--- config.mk ---
export PLATFORM = sky130hd
export DESIGN_NAME = scs_channel
export DESIGN_NICKNAME = d
export VERILOG_FILES = /design/src/scs_pkg.sv /design/src/scs_prescaler.sv /design/src/scs_channel.sv
export SDC_FILE = /design/constraint.sdc
export NUM_CORES = 1
export LEC_CHECK = 0
export BUFFER_PORTS_ARGS = -buffer_cell sky130_fd_sc_hd__buf_2
export CAP_MARGIN = 30
export CORE_MARGIN = 1
export CORE_UTILIZATION = 52
export CTS_CLUSTER_DIAMETER = 150
export DETAILED_ROUTE_END_ITERATION = 12
export GPL_TIMING_DRIVEN = 0
export PLACE_DENSITY_LB_ADDON = 0.08
export SYNTH_ARGS = -nofsm -noshare
export SYNTH_HDL_FRONTEND = slang
export SYNTH_SLANG_ARGS = --single-unit
--- constraint.sdc ---
create_clock -name core_clk -period 8.7 [get_ports core_clk]
set_input_delay 0.435 -clock core_clk [delete_from_list [all_inputs] [get_ports core_clk]]
set_output_delay 0.435 -clock core_clk [all_outputs]
set_load 0.02 [all_outputs]
--- src/scs_pkg.sv ---
// constants, field positions and carrier types for the serial channel setup block
// assumes a single 50 MHz clock and an AXI4-Lite register master
//
// Contract
// - gate bit 2 enables unit input clock
// - mode bit 15 picks prescaled clock a/b
// - mode bit 14 picks divider or pin clock
// - mode bits 2:1 protocol; 11 prohibited
// - mode bit 0: transfer end or buffer empty
// - divider field divides by 2*value+2
// - two control bits select direction enables
package scs_pkg;

    // ======================================================================
    // register byte addresses
    localparam logic [7:0] ADDR_CLOCK_GATE = 8'h00;
    localparam logic [7:0] ADDR_PRESCALER = 8'h04;
    localparam logic [7:0] ADDR_MODE = 8'h08;
    localparam logic [7:0] ADDR_COMM_CTRL = 8'h0C;
    localparam logic [7:0] ADDR_DATA_DIV = 8'h10;
    localparam logic [7:0] ADDR_TX_DATA = 8'h14;
    localparam logic [7:0] ADDR_IRQ_STATUS = 8'h18;
    localparam logic [7:0] ADDR_IRQ_MASK = 8'h1C;

    // ======================================================================
    // field positions
    localparam int GATE_SERIAL_BIT = 2;
    localparam int PRS_A_LSB = 0;
    localparam int PRS_B_LSB = 4;
    localparam int MODE_CLK_CHOICE_BIT = 15;
    localparam int MODE_CHANNEL_TRANSFER_CLOCK_SRC_BIT = 14;
    localparam int MODE_PROTO_LSB = 1;
    localparam int MODE_IRQ_SRC_BIT = 0;
    localparam int CTRL_TX_EN_BIT = 15;
    localparam int CTRL_RX_EN_BIT = 14;
    localparam int DIV_LSB = 9;
    localparam int IRQ_CHAN_BIT = 0;
    localparam int IRQ_PROHIB_BIT = 1;

    // ======================================================================
    // values after reset and codes
    localparam logic [7:0] GATE_RESET = 8'h00;
    localparam logic [15:0] PRS_RESET = 16'h0000;
    localparam logic [15:0] MODE_RESET = 16'h0020;
    localparam logic [15:0] CTRL_RESET = 16'h0000;
    localparam logic [15:0] DIV_RESET = 16'h0000;
    localparam logic [1:0] PROTO_CSI = 2'h0;
    localparam logic [1:0] PROTO_UART = 2'h1;
    localparam logic [1:0] PROTO_TWO_WIRE = 2'h2;
    localparam logic [1:0] PROTO_PROHIBITED = 2'h3;
    localparam logic [1:0] AXI_OKAY = 2'h0;
    localparam logic [1:0] AXI_SLVERR = 2'h2;
    localparam logic [3:0] DATA_BITS_LAST = 4'h7;

    // transmit sequencer, gray along idle-start-data-stop
    typedef enum logic [1:0] {
        TX_IDLE = 2'b00,
        TX_START = 2'b01,
        TX_DATA = 2'b11,
        TX_STOP = 2'b10
    } scs_tx_e;

    // complete registered state of the channel top
    typedef struct packed {
        logic [7:0] clock_gate;
        logic [15:0] prescaler;
        logic [15:0] mode;
        logic [15:0] comm_ctrl;
        logic [15:0] data_div;
        logic [1:0] irq_status;
        logic [1:0] irq_mask;
        logic aw_have;
        logic [7:0] aw_addr;
        logic w_have;
        logic [31:0] w_data;
        logic [3:0] w_strb;
        logic bvalid;
        logic [1:0] bresp;
        logic rvalid;
        logic [31:0] rdata;
        logic [1:0] rresp;
        logic [7:0] baud_cnt;
        logic [2:0] sck_sync;
        logic [7:0] tx_buf;
        logic tx_buf_full;
        logic [7:0] tx_shift;
        logic [3:0] bit_cnt;
        scs_tx_e tx_state;
        logic txd;
    } scs_state_s;

endpackage : scs_pkg

--- src/scs_prescaler.sv ---
// two-output power-of-two prescaler producing one-cycle clock enables
// assumes the enable input is the unit's clock gate, on the same clock
`timescale 1ns/10ps
module scs_prescaler #(
    parameter int CNT_W = 15
) (
    input wire logic core_clk,
    input wire logic srst,
    input wire logic run,
    input wire logic [3:0] sel_a,
    input wire logic [3:0] sel_b,
    output logic tick_a,
    output logic tick_b
);

    logic [CNT_W-1:0] cnt_q;
    logic [CNT_W-1:0] cnt_d;
    logic [CNT_W:0] ones_ext;

    // ======================================================================
    // free counter, frozen while the unit clock is stopped
    always_comb begin
        cnt_d = cnt_q;
        if (run) begin
            cnt_d = cnt_q + 1'b1;
        end
    end

    always_ff @(posedge core_clk) begin
        if (srst) begin
            cnt_q <= '0;
        end else begin
            cnt_q <= cnt_d;
        end
    end

    // a tick every 2^k cycles: the k low bits all ones; k=0 gives every cycle
    assign ones_ext = {1'b1, cnt_q};
    assign tick_a = run && (&(ones_ext | ~(((CNT_W+1)'(1) << sel_a) - (CNT_W+1)'(1))));
    assign tick_b = run && (&(ones_ext | ~(((CNT_W+1)'(1) << sel_b) - (CNT_W+1)'(1))));

endmodule : scs_prescaler

--- src/scs_channel.sv ---
// serial unit channel 0: clock gate, prescaler choice, transfer clock and UART transmitter
// assumes an AXI4-Lite master on core_clk and an asynchronous serial clock pin
//
// The AXI4-Lite slave port and the register addresses were left to the implementer.
`timescale 1ns/10ps
module scs_channel (
    input wire logic core_clk,
    input wire logic srst,
    input wire logic [7:0] s_axi_awaddr,
    input wire logic s_axi_awvalid,
    output logic s_axi_awready,
    input wire logic [31:0] s_axi_wdata,
    input wire logic [3:0] s_axi_wstrb,
    input wire logic s_axi_wvalid,
    output logic s_axi_wready,
    output logic [1:0] s_axi_bresp,
    output logic s_axi_bvalid,
    input wire logic s_axi_bready,
    input wire logic [7:0] s_axi_araddr,
    input wire logic s_axi_arvalid,
    output logic s_axi_arready,
    output logic [31:0] s_axi_rdata,
    output logic [1:0] s_axi_rresp,
    output logic s_axi_rvalid,
    input wire logic s_axi_rready,
    input wire logic serial_clock_pin,
    output logic txd,
    output logic irq
);

    scs_pkg::scs_state_s q;
    scs_pkg::scs_state_s d;
    logic tick_a;
    logic tick_b;
    logic unit_run;
    logic op_tick;
    logic channel_transfer_clock_tick;
    logic [7:0] div_last;
    logic [1:0] proto;
    logic tx_enabled;
    logic [15:0] wr_word;
    logic [15:0] rd_word;
    logic [1:0] chan_event;
    logic rd_ok;

    // ======================================================================
    // clock gating and prescaler
    assign unit_run = q.clock_gate[scs_pkg::GATE_SERIAL_BIT];

    scs_prescaler #(
        .CNT_W(15)
    ) u_prescaler (
        .core_clk(core_clk),
        .srst(srst),
        .run(unit_run),
        .sel_a(q.prescaler[scs_pkg::PRS_A_LSB +: 4]),
        .sel_b(q.prescaler[scs_pkg::PRS_B_LSB +: 4]),
        .tick_a(tick_a),
        .tick_b(tick_b)
    );

    // operation clock choice, then divider or pin edge as transfer clock
    assign op_tick = q.mode[scs_pkg::MODE_CLK_CHOICE_BIT] ? tick_b : tick_a;
    assign div_last = {q.data_div[scs_pkg::DIV_LSB +: 7], 1'b1};
    always_comb begin
        channel_transfer_clock_tick = 1'b0;
        if (unit_run) begin
            if (q.mode[scs_pkg::MODE_CHANNEL_TRANSFER_CLOCK_SRC_BIT]) begin
                channel_transfer_clock_tick = q.sck_sync[1] && !q.sck_sync[2];
            end else begin
                channel_transfer_clock_tick = op_tick && (q.baud_cnt >= div_last);
            end
        end
    end

    assign proto = q.mode[scs_pkg::MODE_PROTO_LSB +: 2];
    assign tx_enabled = q.comm_ctrl[scs_pkg::CTRL_TX_EN_BIT];

    // ======================================================================
    // bus data lanes: registers live in the low half-word
    assign wr_word = {q.w_strb[1] ? q.w_data[15:8] : 8'h00, q.w_strb[0] ? q.w_data[7:0] : 8'h00};

    // read mux, unmapped addresses answer slave error
    always_comb begin
        rd_word = 16'h0000;
        rd_ok = 1'b1;
        unique case (s_axi_araddr)
            scs_pkg::ADDR_CLOCK_GATE: rd_word = {8'h00, q.clock_gate};
            scs_pkg::ADDR_PRESCALER: rd_word = q.prescaler;
            scs_pkg::ADDR_MODE: rd_word = q.mode;
            scs_pkg::ADDR_COMM_CTRL: rd_word = q.comm_ctrl;
            scs_pkg::ADDR_DATA_DIV: rd_word = q.data_div;
            scs_pkg::ADDR_TX_DATA: rd_word = {7'h00, q.tx_buf_full, q.tx_buf};
            scs_pkg::ADDR_IRQ_STATUS: rd_word = {14'h0000, q.irq_status};
            scs_pkg::ADDR_IRQ_MASK: rd_word = {14'h0000, q.irq_mask};
            default: rd_ok = 1'b0;
        endcase
    end

    // ======================================================================
    // next state of bus slave, registers and transmitter
    always_comb begin
        d = q;
        chan_event = 2'b00;
        d.sck_sync = {q.sck_sync[1:0], serial_clock_pin};
        // write address and data taken in either order
        if (s_axi_awvalid && s_axi_awready) begin
            d.aw_have = 1'b1;
            d.aw_addr = s_axi_awaddr;
        end
        if (s_axi_wvalid && s_axi_wready) begin
            d.w_have = 1'b1;
            d.w_data = s_axi_wdata;
            d.w_strb = s_axi_wstrb;
        end
        if (q.bvalid && s_axi_bready) begin
            d.bvalid = 1'b0;
        end
        if (q.aw_have && q.w_have && !q.bvalid) begin
            d.aw_have = 1'b0;
            d.w_have = 1'b0;
            d.bvalid = 1'b1;
            d.bresp = scs_pkg::AXI_OKAY;
            unique case (q.aw_addr)
                scs_pkg::ADDR_CLOCK_GATE: begin
                    if (q.w_strb[0]) begin
                        d.clock_gate = q.w_data[7:0];
                    end
                end
                scs_pkg::ADDR_PRESCALER: d.prescaler = {8'h00, wr_word[7:0]};
                scs_pkg::ADDR_MODE: begin
                    // a prohibited protocol code keeps the old protocol and flags it
                    if (wr_word[scs_pkg::MODE_PROTO_LSB +: 2] == scs_pkg::PROTO_PROHIBITED) begin
                        d.mode = {wr_word[15:3], q.mode[2:1], wr_word[0]};
                        d.irq_status[scs_pkg::IRQ_PROHIB_BIT] = 1'b1;
                    end else begin
                        d.mode = wr_word;
                    end
                end
                scs_pkg::ADDR_COMM_CTRL: d.comm_ctrl = wr_word;
                scs_pkg::ADDR_DATA_DIV: d.data_div = wr_word;
                scs_pkg::ADDR_TX_DATA: begin
                    // a byte written while the buffer holds one is dropped
                    if (!q.tx_buf_full && q.w_strb[0]) begin
                        d.tx_buf = q.w_data[7:0];
                        d.tx_buf_full = 1'b1;
                    end
                end
                scs_pkg::ADDR_IRQ_STATUS: d.irq_status = d.irq_status & ~wr_word[1:0];
                scs_pkg::ADDR_IRQ_MASK: d.irq_mask = wr_word[1:0];
                default: d.bresp = scs_pkg::AXI_SLVERR;
            endcase
        end
        // read answer
        if (q.rvalid && s_axi_rready) begin
            d.rvalid = 1'b0;
        end
        if (s_axi_arvalid && s_axi_arready) begin
            d.rvalid = 1'b1;
            d.rdata = {16'h0000, rd_word};
            d.rresp = rd_ok ? scs_pkg::AXI_OKAY : scs_pkg::AXI_SLVERR;
        end
        // transfer clock divider runs on the operation clock tick
        // compare by >= so a smaller divider written mid-count does not wrap through 255
        if (unit_run && op_tick) begin
            d.baud_cnt = (q.baud_cnt >= div_last) ? 8'h00 : q.baud_cnt + 8'h01;
        end
        // transmitter: 8 data bits lsb first, one stop bit, uart only
        if (channel_transfer_clock_tick) begin
            unique case (q.tx_state)
                scs_pkg::TX_IDLE: begin
                    if (q.tx_buf_full && tx_enabled && proto == scs_pkg::PROTO_UART) begin
                        d.tx_shift = q.tx_buf;
                        d.tx_buf_full = 1'b0;
                        d.txd = 1'b0;
                        d.tx_state = scs_pkg::TX_START;
                        chan_event[1] = 1'b1;
                    end
                end
                scs_pkg::TX_START: begin
                    d.txd = q.tx_shift[0];
                    d.tx_shift = {1'b0, q.tx_shift[7:1]};
                    d.bit_cnt = 4'h0;
                    d.tx_state = scs_pkg::TX_DATA;
                end
                scs_pkg::TX_DATA: begin
                    if (q.bit_cnt == scs_pkg::DATA_BITS_LAST) begin
                        d.txd = 1'b1;
                        d.tx_state = scs_pkg::TX_STOP;
                    end else begin
                        d.txd = q.tx_shift[0];
                        d.tx_shift = {1'b0, q.tx_shift[7:1]};
                        d.bit_cnt = q.bit_cnt + 4'h1;
                    end
                end
                scs_pkg::TX_STOP: begin
                    d.tx_state = scs_pkg::TX_IDLE;
                    chan_event[0] = 1'b1;
                end
            endcase
        end
        // chosen source sets the sticky bit; set wins over a same-cycle clear
        if (q.mode[scs_pkg::MODE_IRQ_SRC_BIT] ? chan_event[1] : chan_event[0]) begin
            d.irq_status[scs_pkg::IRQ_CHAN_BIT] = 1'b1;
        end
    end

    always_ff @(posedge core_clk) begin
        if (srst) begin
            q <= '0;
            q.clock_gate <= scs_pkg::GATE_RESET;
            q.prescaler <= scs_pkg::PRS_RESET;
            q.mode <= scs_pkg::MODE_RESET;
            q.comm_ctrl <= scs_pkg::CTRL_RESET;
            q.data_div <= scs_pkg::DIV_RESET;
            q.tx_state <= scs_pkg::TX_IDLE;
            q.txd <= 1'b1;
        end else begin
            q <= d;
        end
    end

    // ======================================================================
    // outputs
    assign s_axi_awready = !q.aw_have;
    assign s_axi_wready = !q.w_have;
    assign s_axi_bvalid = q.bvalid;
    assign s_axi_bresp = q.bresp;
    assign s_axi_arready = !q.rvalid;
    assign s_axi_rvalid = q.rvalid;
    assign s_axi_rdata = q.rdata;
    assign s_axi_rresp = q.rresp;
    assign txd = q.txd;
    assign irq = |(q.irq_status & q.irq_mask);

endmodule : scs_channel

### Word-level counts from Yosys, hierarchy flattened

Cells that the tools add are included.

| storage, ports and cells | value |
|---|---|
| bits in registers | 168 |

| cells by class | value |
|---|---|
| reduce and logical (&&, ||, !) cells | 51 |
| eq/ne operators | 24 |
| bitwise gates (word level) | 8 |
| shift-type cells | 2 |
| muxes and demuxes | 40 |
| add/sub/neg operators | 5 |
| order comparisons | 1 |

Operator list:

| operator | count |
|---|---|
| $pmux W16 S8 | 1 |
| $eq A8 B5 Y1 const B | 8 |
| $mux W35 | 1 |
| $eq A8 B4 Y1 const B | 4 |
| $not A16 Y16 | 2 |
| $or A16 B16 Y16 | 2 |
| $reduce_and A16 Y1 | 2 |
| $shl A1 B4 Y16 const A | 2 |
| $sub A16 B1 Y16 const B | 2 |
| $mux W8 | 3 |
| $pmux W8 S3 | 1 |
| $reduce_and A3 Y1 | 7 |
| $mux W1 | 18 |
| $mux W9 | 2 |
| $eq A8 B3 Y1 const B | 2 |
| $logic_not A8 Y1 | 2 |
| $mux W16 | 1 |
| $reduce_or A8 Y1 | 2 |
| $add A15 B1 Y15 const B | 1 |
| $logic_and A1 B1 Y1 | 15 |
| $mux W12 | 1 |
| $reduce_and A2 Y1 | 6 |
| $reduce_bool A2 Y1 | 6 |
| $mux W2 | 5 |
| other kinds (21) | 35 |

### Longest topological paths before layout

| depth | value |
|---|---|
| depth after elaboration | 14 |
| mapped depth | 15 |

### By module

From an unflattened synthesis, not the netlist that was laid out.

| second synthesis, totals | value |
|---|---|
| cells, all modules | 968 |
| area total of the unflattened synthesis | 7,967.6 µm² |

Modules (own cells, without submodules):

| module | area an instance (µm²) | cells each | instances | sequential area each (µm²) |
|---|---|---|---|---|
| scs_channel | 6,767.7 | 806 | 1 | 3,022.9 |
| scs_prescaler | 1,199.9 | 162 | 1 | 300.3 |

### Least setup slack after synthesis

OpenSTA, ideal clock, no wires.

| timing path | value |
|---|---|
| kind | register to register |
| from | reg q[178] (netlist bit) |
| to | reg, netlist name txd |
| library setup time | 122 ps |
| data required time | 8,578 ps |
| setup slack | 5,570 ps |
| stages on the path, launching flop included | 16 |
| buffers on the path | 4 |
| arrival | 3,008 ps |
| cell sequence | dfxtp_1 > buf_2 > buf_2 > nor2_1 > nand2_1 > ha_1 > buf_2 > nor2b_1 > mux2i_1 > o2111ai_1 > or4_1 > o22a_1 > o31ai_4 > buf_6 > o21ai_1 > a221o_1 |

| between the ends | value |
|---|---|
| longest elaborated chain between the ends | 11 |

RTL lines:

| what | line | text |
|---|---|---|
| start: declaration | scs_channel.sv:31 | `scs_pkg::scs_state_s q;` |
| $shl A1 B4 Y16 | scs_prescaler.sv:40 | `assign tick_b = run && (&(ones_ext \| ~(((CNT_W+1)'(1) << sel_b) - (CNT_W+1)'(1))));` |
| $sub A16 B1 Y16 | scs_prescaler.sv:40 |  |
| $not A16 Y16 | scs_prescaler.sv:40 |  |
| $or A16 B16 Y16 | scs_prescaler.sv:40 |  |
| $reduce_and A16 Y1 | scs_prescaler.sv:40 |  |
| $logic_and A1 B1 Y1 | scs_prescaler.sv:40 |  |
| $mux W1 | scs_channel.sv:63 | `assign op_tick = q.mode[scs_pkg::MODE_CLK_CHOICE_BIT] ? tick_b : tick_a;` |
| $logic_and A1 B1 Y1 | scs_channel.sv:71 | `channel_transfer_clock_tick = op_tick && (q.baud_cnt >= div_last);` |
| $mux W1 | scs_channel.sv:68 | `if (q.mode[scs_pkg::MODE_CHANNEL_TRANSFER_CLOCK_SRC_BIT]) begin` |
| $mux W1 | scs_channel.sv:67 | `if (unit_run) begin` |
| $reduce_and A3 Y1 (no source line) | -- |  |

No other way between the ends.
A chain may end at the register's enable or synchronous reset.

### Worst setup path in the final report

| timing path | value |
|---|---|
| from | reg q[178] (netlist bit) |
| to | reg, netlist name txd |

| between the ends | value |
|---|---|
| longest elaborated chain between the ends | 11 |

RTL lines:

| what | line |
|---|---|
| $shl A1 B4 Y16 | scs_prescaler.sv:40 |
| $sub A16 B1 Y16 | scs_prescaler.sv:40 |
| $not A16 Y16 | scs_prescaler.sv:40 |
| $or A16 B16 Y16 | scs_prescaler.sv:40 |
| $reduce_and A16 Y1 | scs_prescaler.sv:40 |
| $logic_and A1 B1 Y1 | scs_prescaler.sv:40 |
| $mux W1 | scs_channel.sv:63 |
| $logic_and A1 B1 Y1 | scs_channel.sv:71 |
| $mux W1 | scs_channel.sv:68 |
| $mux W1 | scs_channel.sv:67 |
| $reduce_and A3 Y1 (no source line) | -- |

No other way between the ends.

==> run metrics <==
PwrDens=177.4 nW/um2; largest net degree at the start of global routing=17; Yosys cell types=67; initial antenna violation count=0; synthesis-to-finish area growth=15.22%; WL/cell=approximately 17 um; Worst Path Class, Setup=register to register; nature of the critical path endpoint=register; Post-synth EDFFs=0; number of fill cells in the layout=between 1000 and 1500; Core Area=14750 um2; Crit path top cell by count=buf_2; Worst Clk Skew=around 0.0095 ns; Synth Cell Area=approximately 8000 um2; synthesis-stage register bit count=roughly 170; post-synthesis xor/xnor area fraction=under 10%; outcome=finished, final reports clean; slowest CP cell=or4_1; vias in the first global route=between 6000 and 7000; post-route minimum period=3.539 ns; Post-layout nets=1172; GRT Total Usage=around 28%; average size of a mapped cell=7.990 um2; Die H=around 130 um; Final Cycle Share=about two fifths; main combinational cell family by area after synthesis=simple AND/OR/NAND/NOR gates; most frequent cells in the layout=194 x nor2_1, 166 x dfxtp_1, 124 x a21oi_1; area leader, netlist=dfxtp_1; Max Freq=roughly 280 MHz; crit path launch type=register; Via density=around 5.7; Leak=between 3 and 4 nW; share of layout cells above drive strength 1=a little over an eighth; setup TNS=0 ns; maximum VDD drop=approximately 0.13 mV; clk buf depth=2; Hold Path Depth=2; Synth area leaders=dfxtp_1 42%, nor2_1 9.1%, a21oi_1 7.8%; end of the worst register-to-register path=txd; Clk pin slew, worst setup/hold paths=0.07 ns; top-area cell type share of the netlist area=between 40% and 50%; ys async rst share=0%; # IOs=about 100; Resize count post-CTS=0; Final Hold Viols=0; crit path cell chain=buf_2 -> buf_2 -> nand3b_1 -> ha_1 -> buf_2 -> nor2_1 -> mux2i_1 -> o2111ai_1 -> or4_1 -> o22a_1 -> o31ai_4 -> buf_6 -> o21ai_1 -> a221o_1; CP max stage delay=approximately 0.54 ns; die area=15830 um2; CTS Sinks=about 170; Cells after Synth=between 900 and 1000; post-route ant nets=0; Yosys warning count=0; final routed DRC violation total=0; Critical Path Stages=14; Buf+Inv Stages, Crit Path=4; Overflow after GRT=0; clk_lat worst skew=0.42 ns; Core Util, Final=~62%; post-synthesis compound-gate area fraction=17.95%; critical path fanouts, max=10; # diodes=0; Top delay family on crit path=compound AO/OA/AOI/OAI gates; first-pass GRT wire length=about 35000 um; sequential fraction of the synthesis area=41.68%; Primary FF master, synth=dfxtp_1; H-tree depth=4; Synth Area in Simple Gates=around 23%; reg2reg start=q[178]; Rel. slew slack=about 36%; Hold Crit Class=input pin to register; site row count=44; Adder-Cell Fraction of Synth Area=1.883%; total number of vias=around 7300; R2R setup slack=a little over 5 ns; final WL=about 22000 um; worst-margin pin slew=approximately 0.95 ns; Pre-Repair DR Iteration Count=6; I/O Buffers=65; CP arrival=about 3.9 ns; Power Total=~1.6 mW; iteration-0 DRC count of the detailed router=760; CTS tree=done; DP Wirelength=between 15000 and 20000 um; setup bufs post-CTS=0; Die Wd=roughly 130 um; worst hold margin=0.1919 ns; routability cong.=0.9138; fin. max-slew vios=0; RSZ-0062 raised after global routing=no; Setup crit end=txd; root buffer cell=clkbuf_16; # Max-Cap Violations=0; most common library cell in the layout ignoring fill and taps=nor2_1; CTS buffer count=17; Final Setup Violations=0; CP Data Required Time=about 9.0 ns; Starting Density=between 50 and 60%; multiplexer area fraction after synthesis=about 5.7%; # hold bufs at CTS=0; launch point of the worst path=q[178]; r2r worst-path depth=14
==> flip-flops by register name (all words and copies together), names as in the netlist <==
register / cells
q: 119
s_axi_rdata: 16
u_prescaler.cnt_q: 15
div_last: 7
d: 2
proto: 2
s_axi_bresp: 1
s_axi_bvalid: 1
s_axi_rresp: 1
s_axi_rvalid: 1
txd: 1
==> worst min-delay path by stage <==
stage                   endpoint  slack, ns          from
floorplan                  d[26]       0.41         d[25]
global placement          q[160]       0.44        q[160]
detailed placement         q[88]       0.45         q[88]
CTS                 s_axi_rvalid       0.18  s_axi_rready
global route        s_axi_rvalid       0.19  s_axi_rready
finish              s_axi_rvalid       0.19  s_axi_rready
==> where the power goes <==
group / total [mW] / switching, mW / leakage, nW / internal (mW)
Combinational: 0.0872 / 0.0573 / 1.83 / 0.0299
Sequential: 0.780 / 0.00975 / 1.34 / 0.770
Clock: 0.763 / 0.308 / 0.279 / 0.454
Total: 1.63 / 0.376 / 3.45 / 1.25
==> synthesized netlist by cell type (all sizes together) (3+ instances only) <==
cell type	count
and3	7
o21ai	27
a21oi	124
inv	20
nand4b	4
nor4	4
nand2b	13
dfxtp	166
nor4b	4
and2	3
xor2	10
clkbuf	52
xnor2	10
a222oi	6
or3	13
buf	50
nand3b	5
nand4	11
nor2b	12
nand3	15
mux2i	44
a21boi	3
a211oi	6
a311oi	7
nand2	94
a22oi	19
or4	3
nor3	11
nor2	194
a221oi	4
a21o	4
o32ai	4
ha	12
==> metal layers <==
metal | routed length [um] | vias up | GRT usage [%]
li1 | - | 3613 | -
met1 | 9455 | 3432 | 35.41
met2 | 10310 | 243 | 47.19
met3 | 1291 | 45 | 5.225
met4 | 662 | 0 | 11.69
met5 | 0 | - | 0
==> layout make-up <==
type                            instances  area (um2)  area share (%)
Buffer                                102       549.3           5.978
Inverter                               20       75.07          0.8171
Sequential cell                       166        3323           36.17
Tap cell                              184       230.2           2.506
Clock inverter                         10       145.1           1.580
Timing Repair Buffer                   66       330.3           3.595
Clock buffer                           22       444.2           4.835
Multi-Input combinational cell        727        4090           44.52
==> cell families (layout without fill, tap and decap cells) <==
family / count (synthesis) / in the layout
other: 1 / 18
buffers and inverters: 122 / 220
XOR/XNOR: 20 / 20
adder cells (fa/ha/maj): 12 / 12
AND/OR/NAND/NOR: 401 / 401
AO/OA/AOI/OAI: 231 / 231
multiplexers: 45 / 45
flip-flops: 166 / 166
==> through the flow <==
step	std cells	area (um2)	worst slack (ns)
5_1_grt	1297	9188	4.882
3_3_place_gp	1264	8593	5.218
3_5_place_dp	1265	8598	5.201
2_1_floorplan	1015	8038	5.570
6_report	1297	9188	5.161
4_1_cts	1297	9188	5.177
Note: power is estimated with default switching activity, not from simulation.
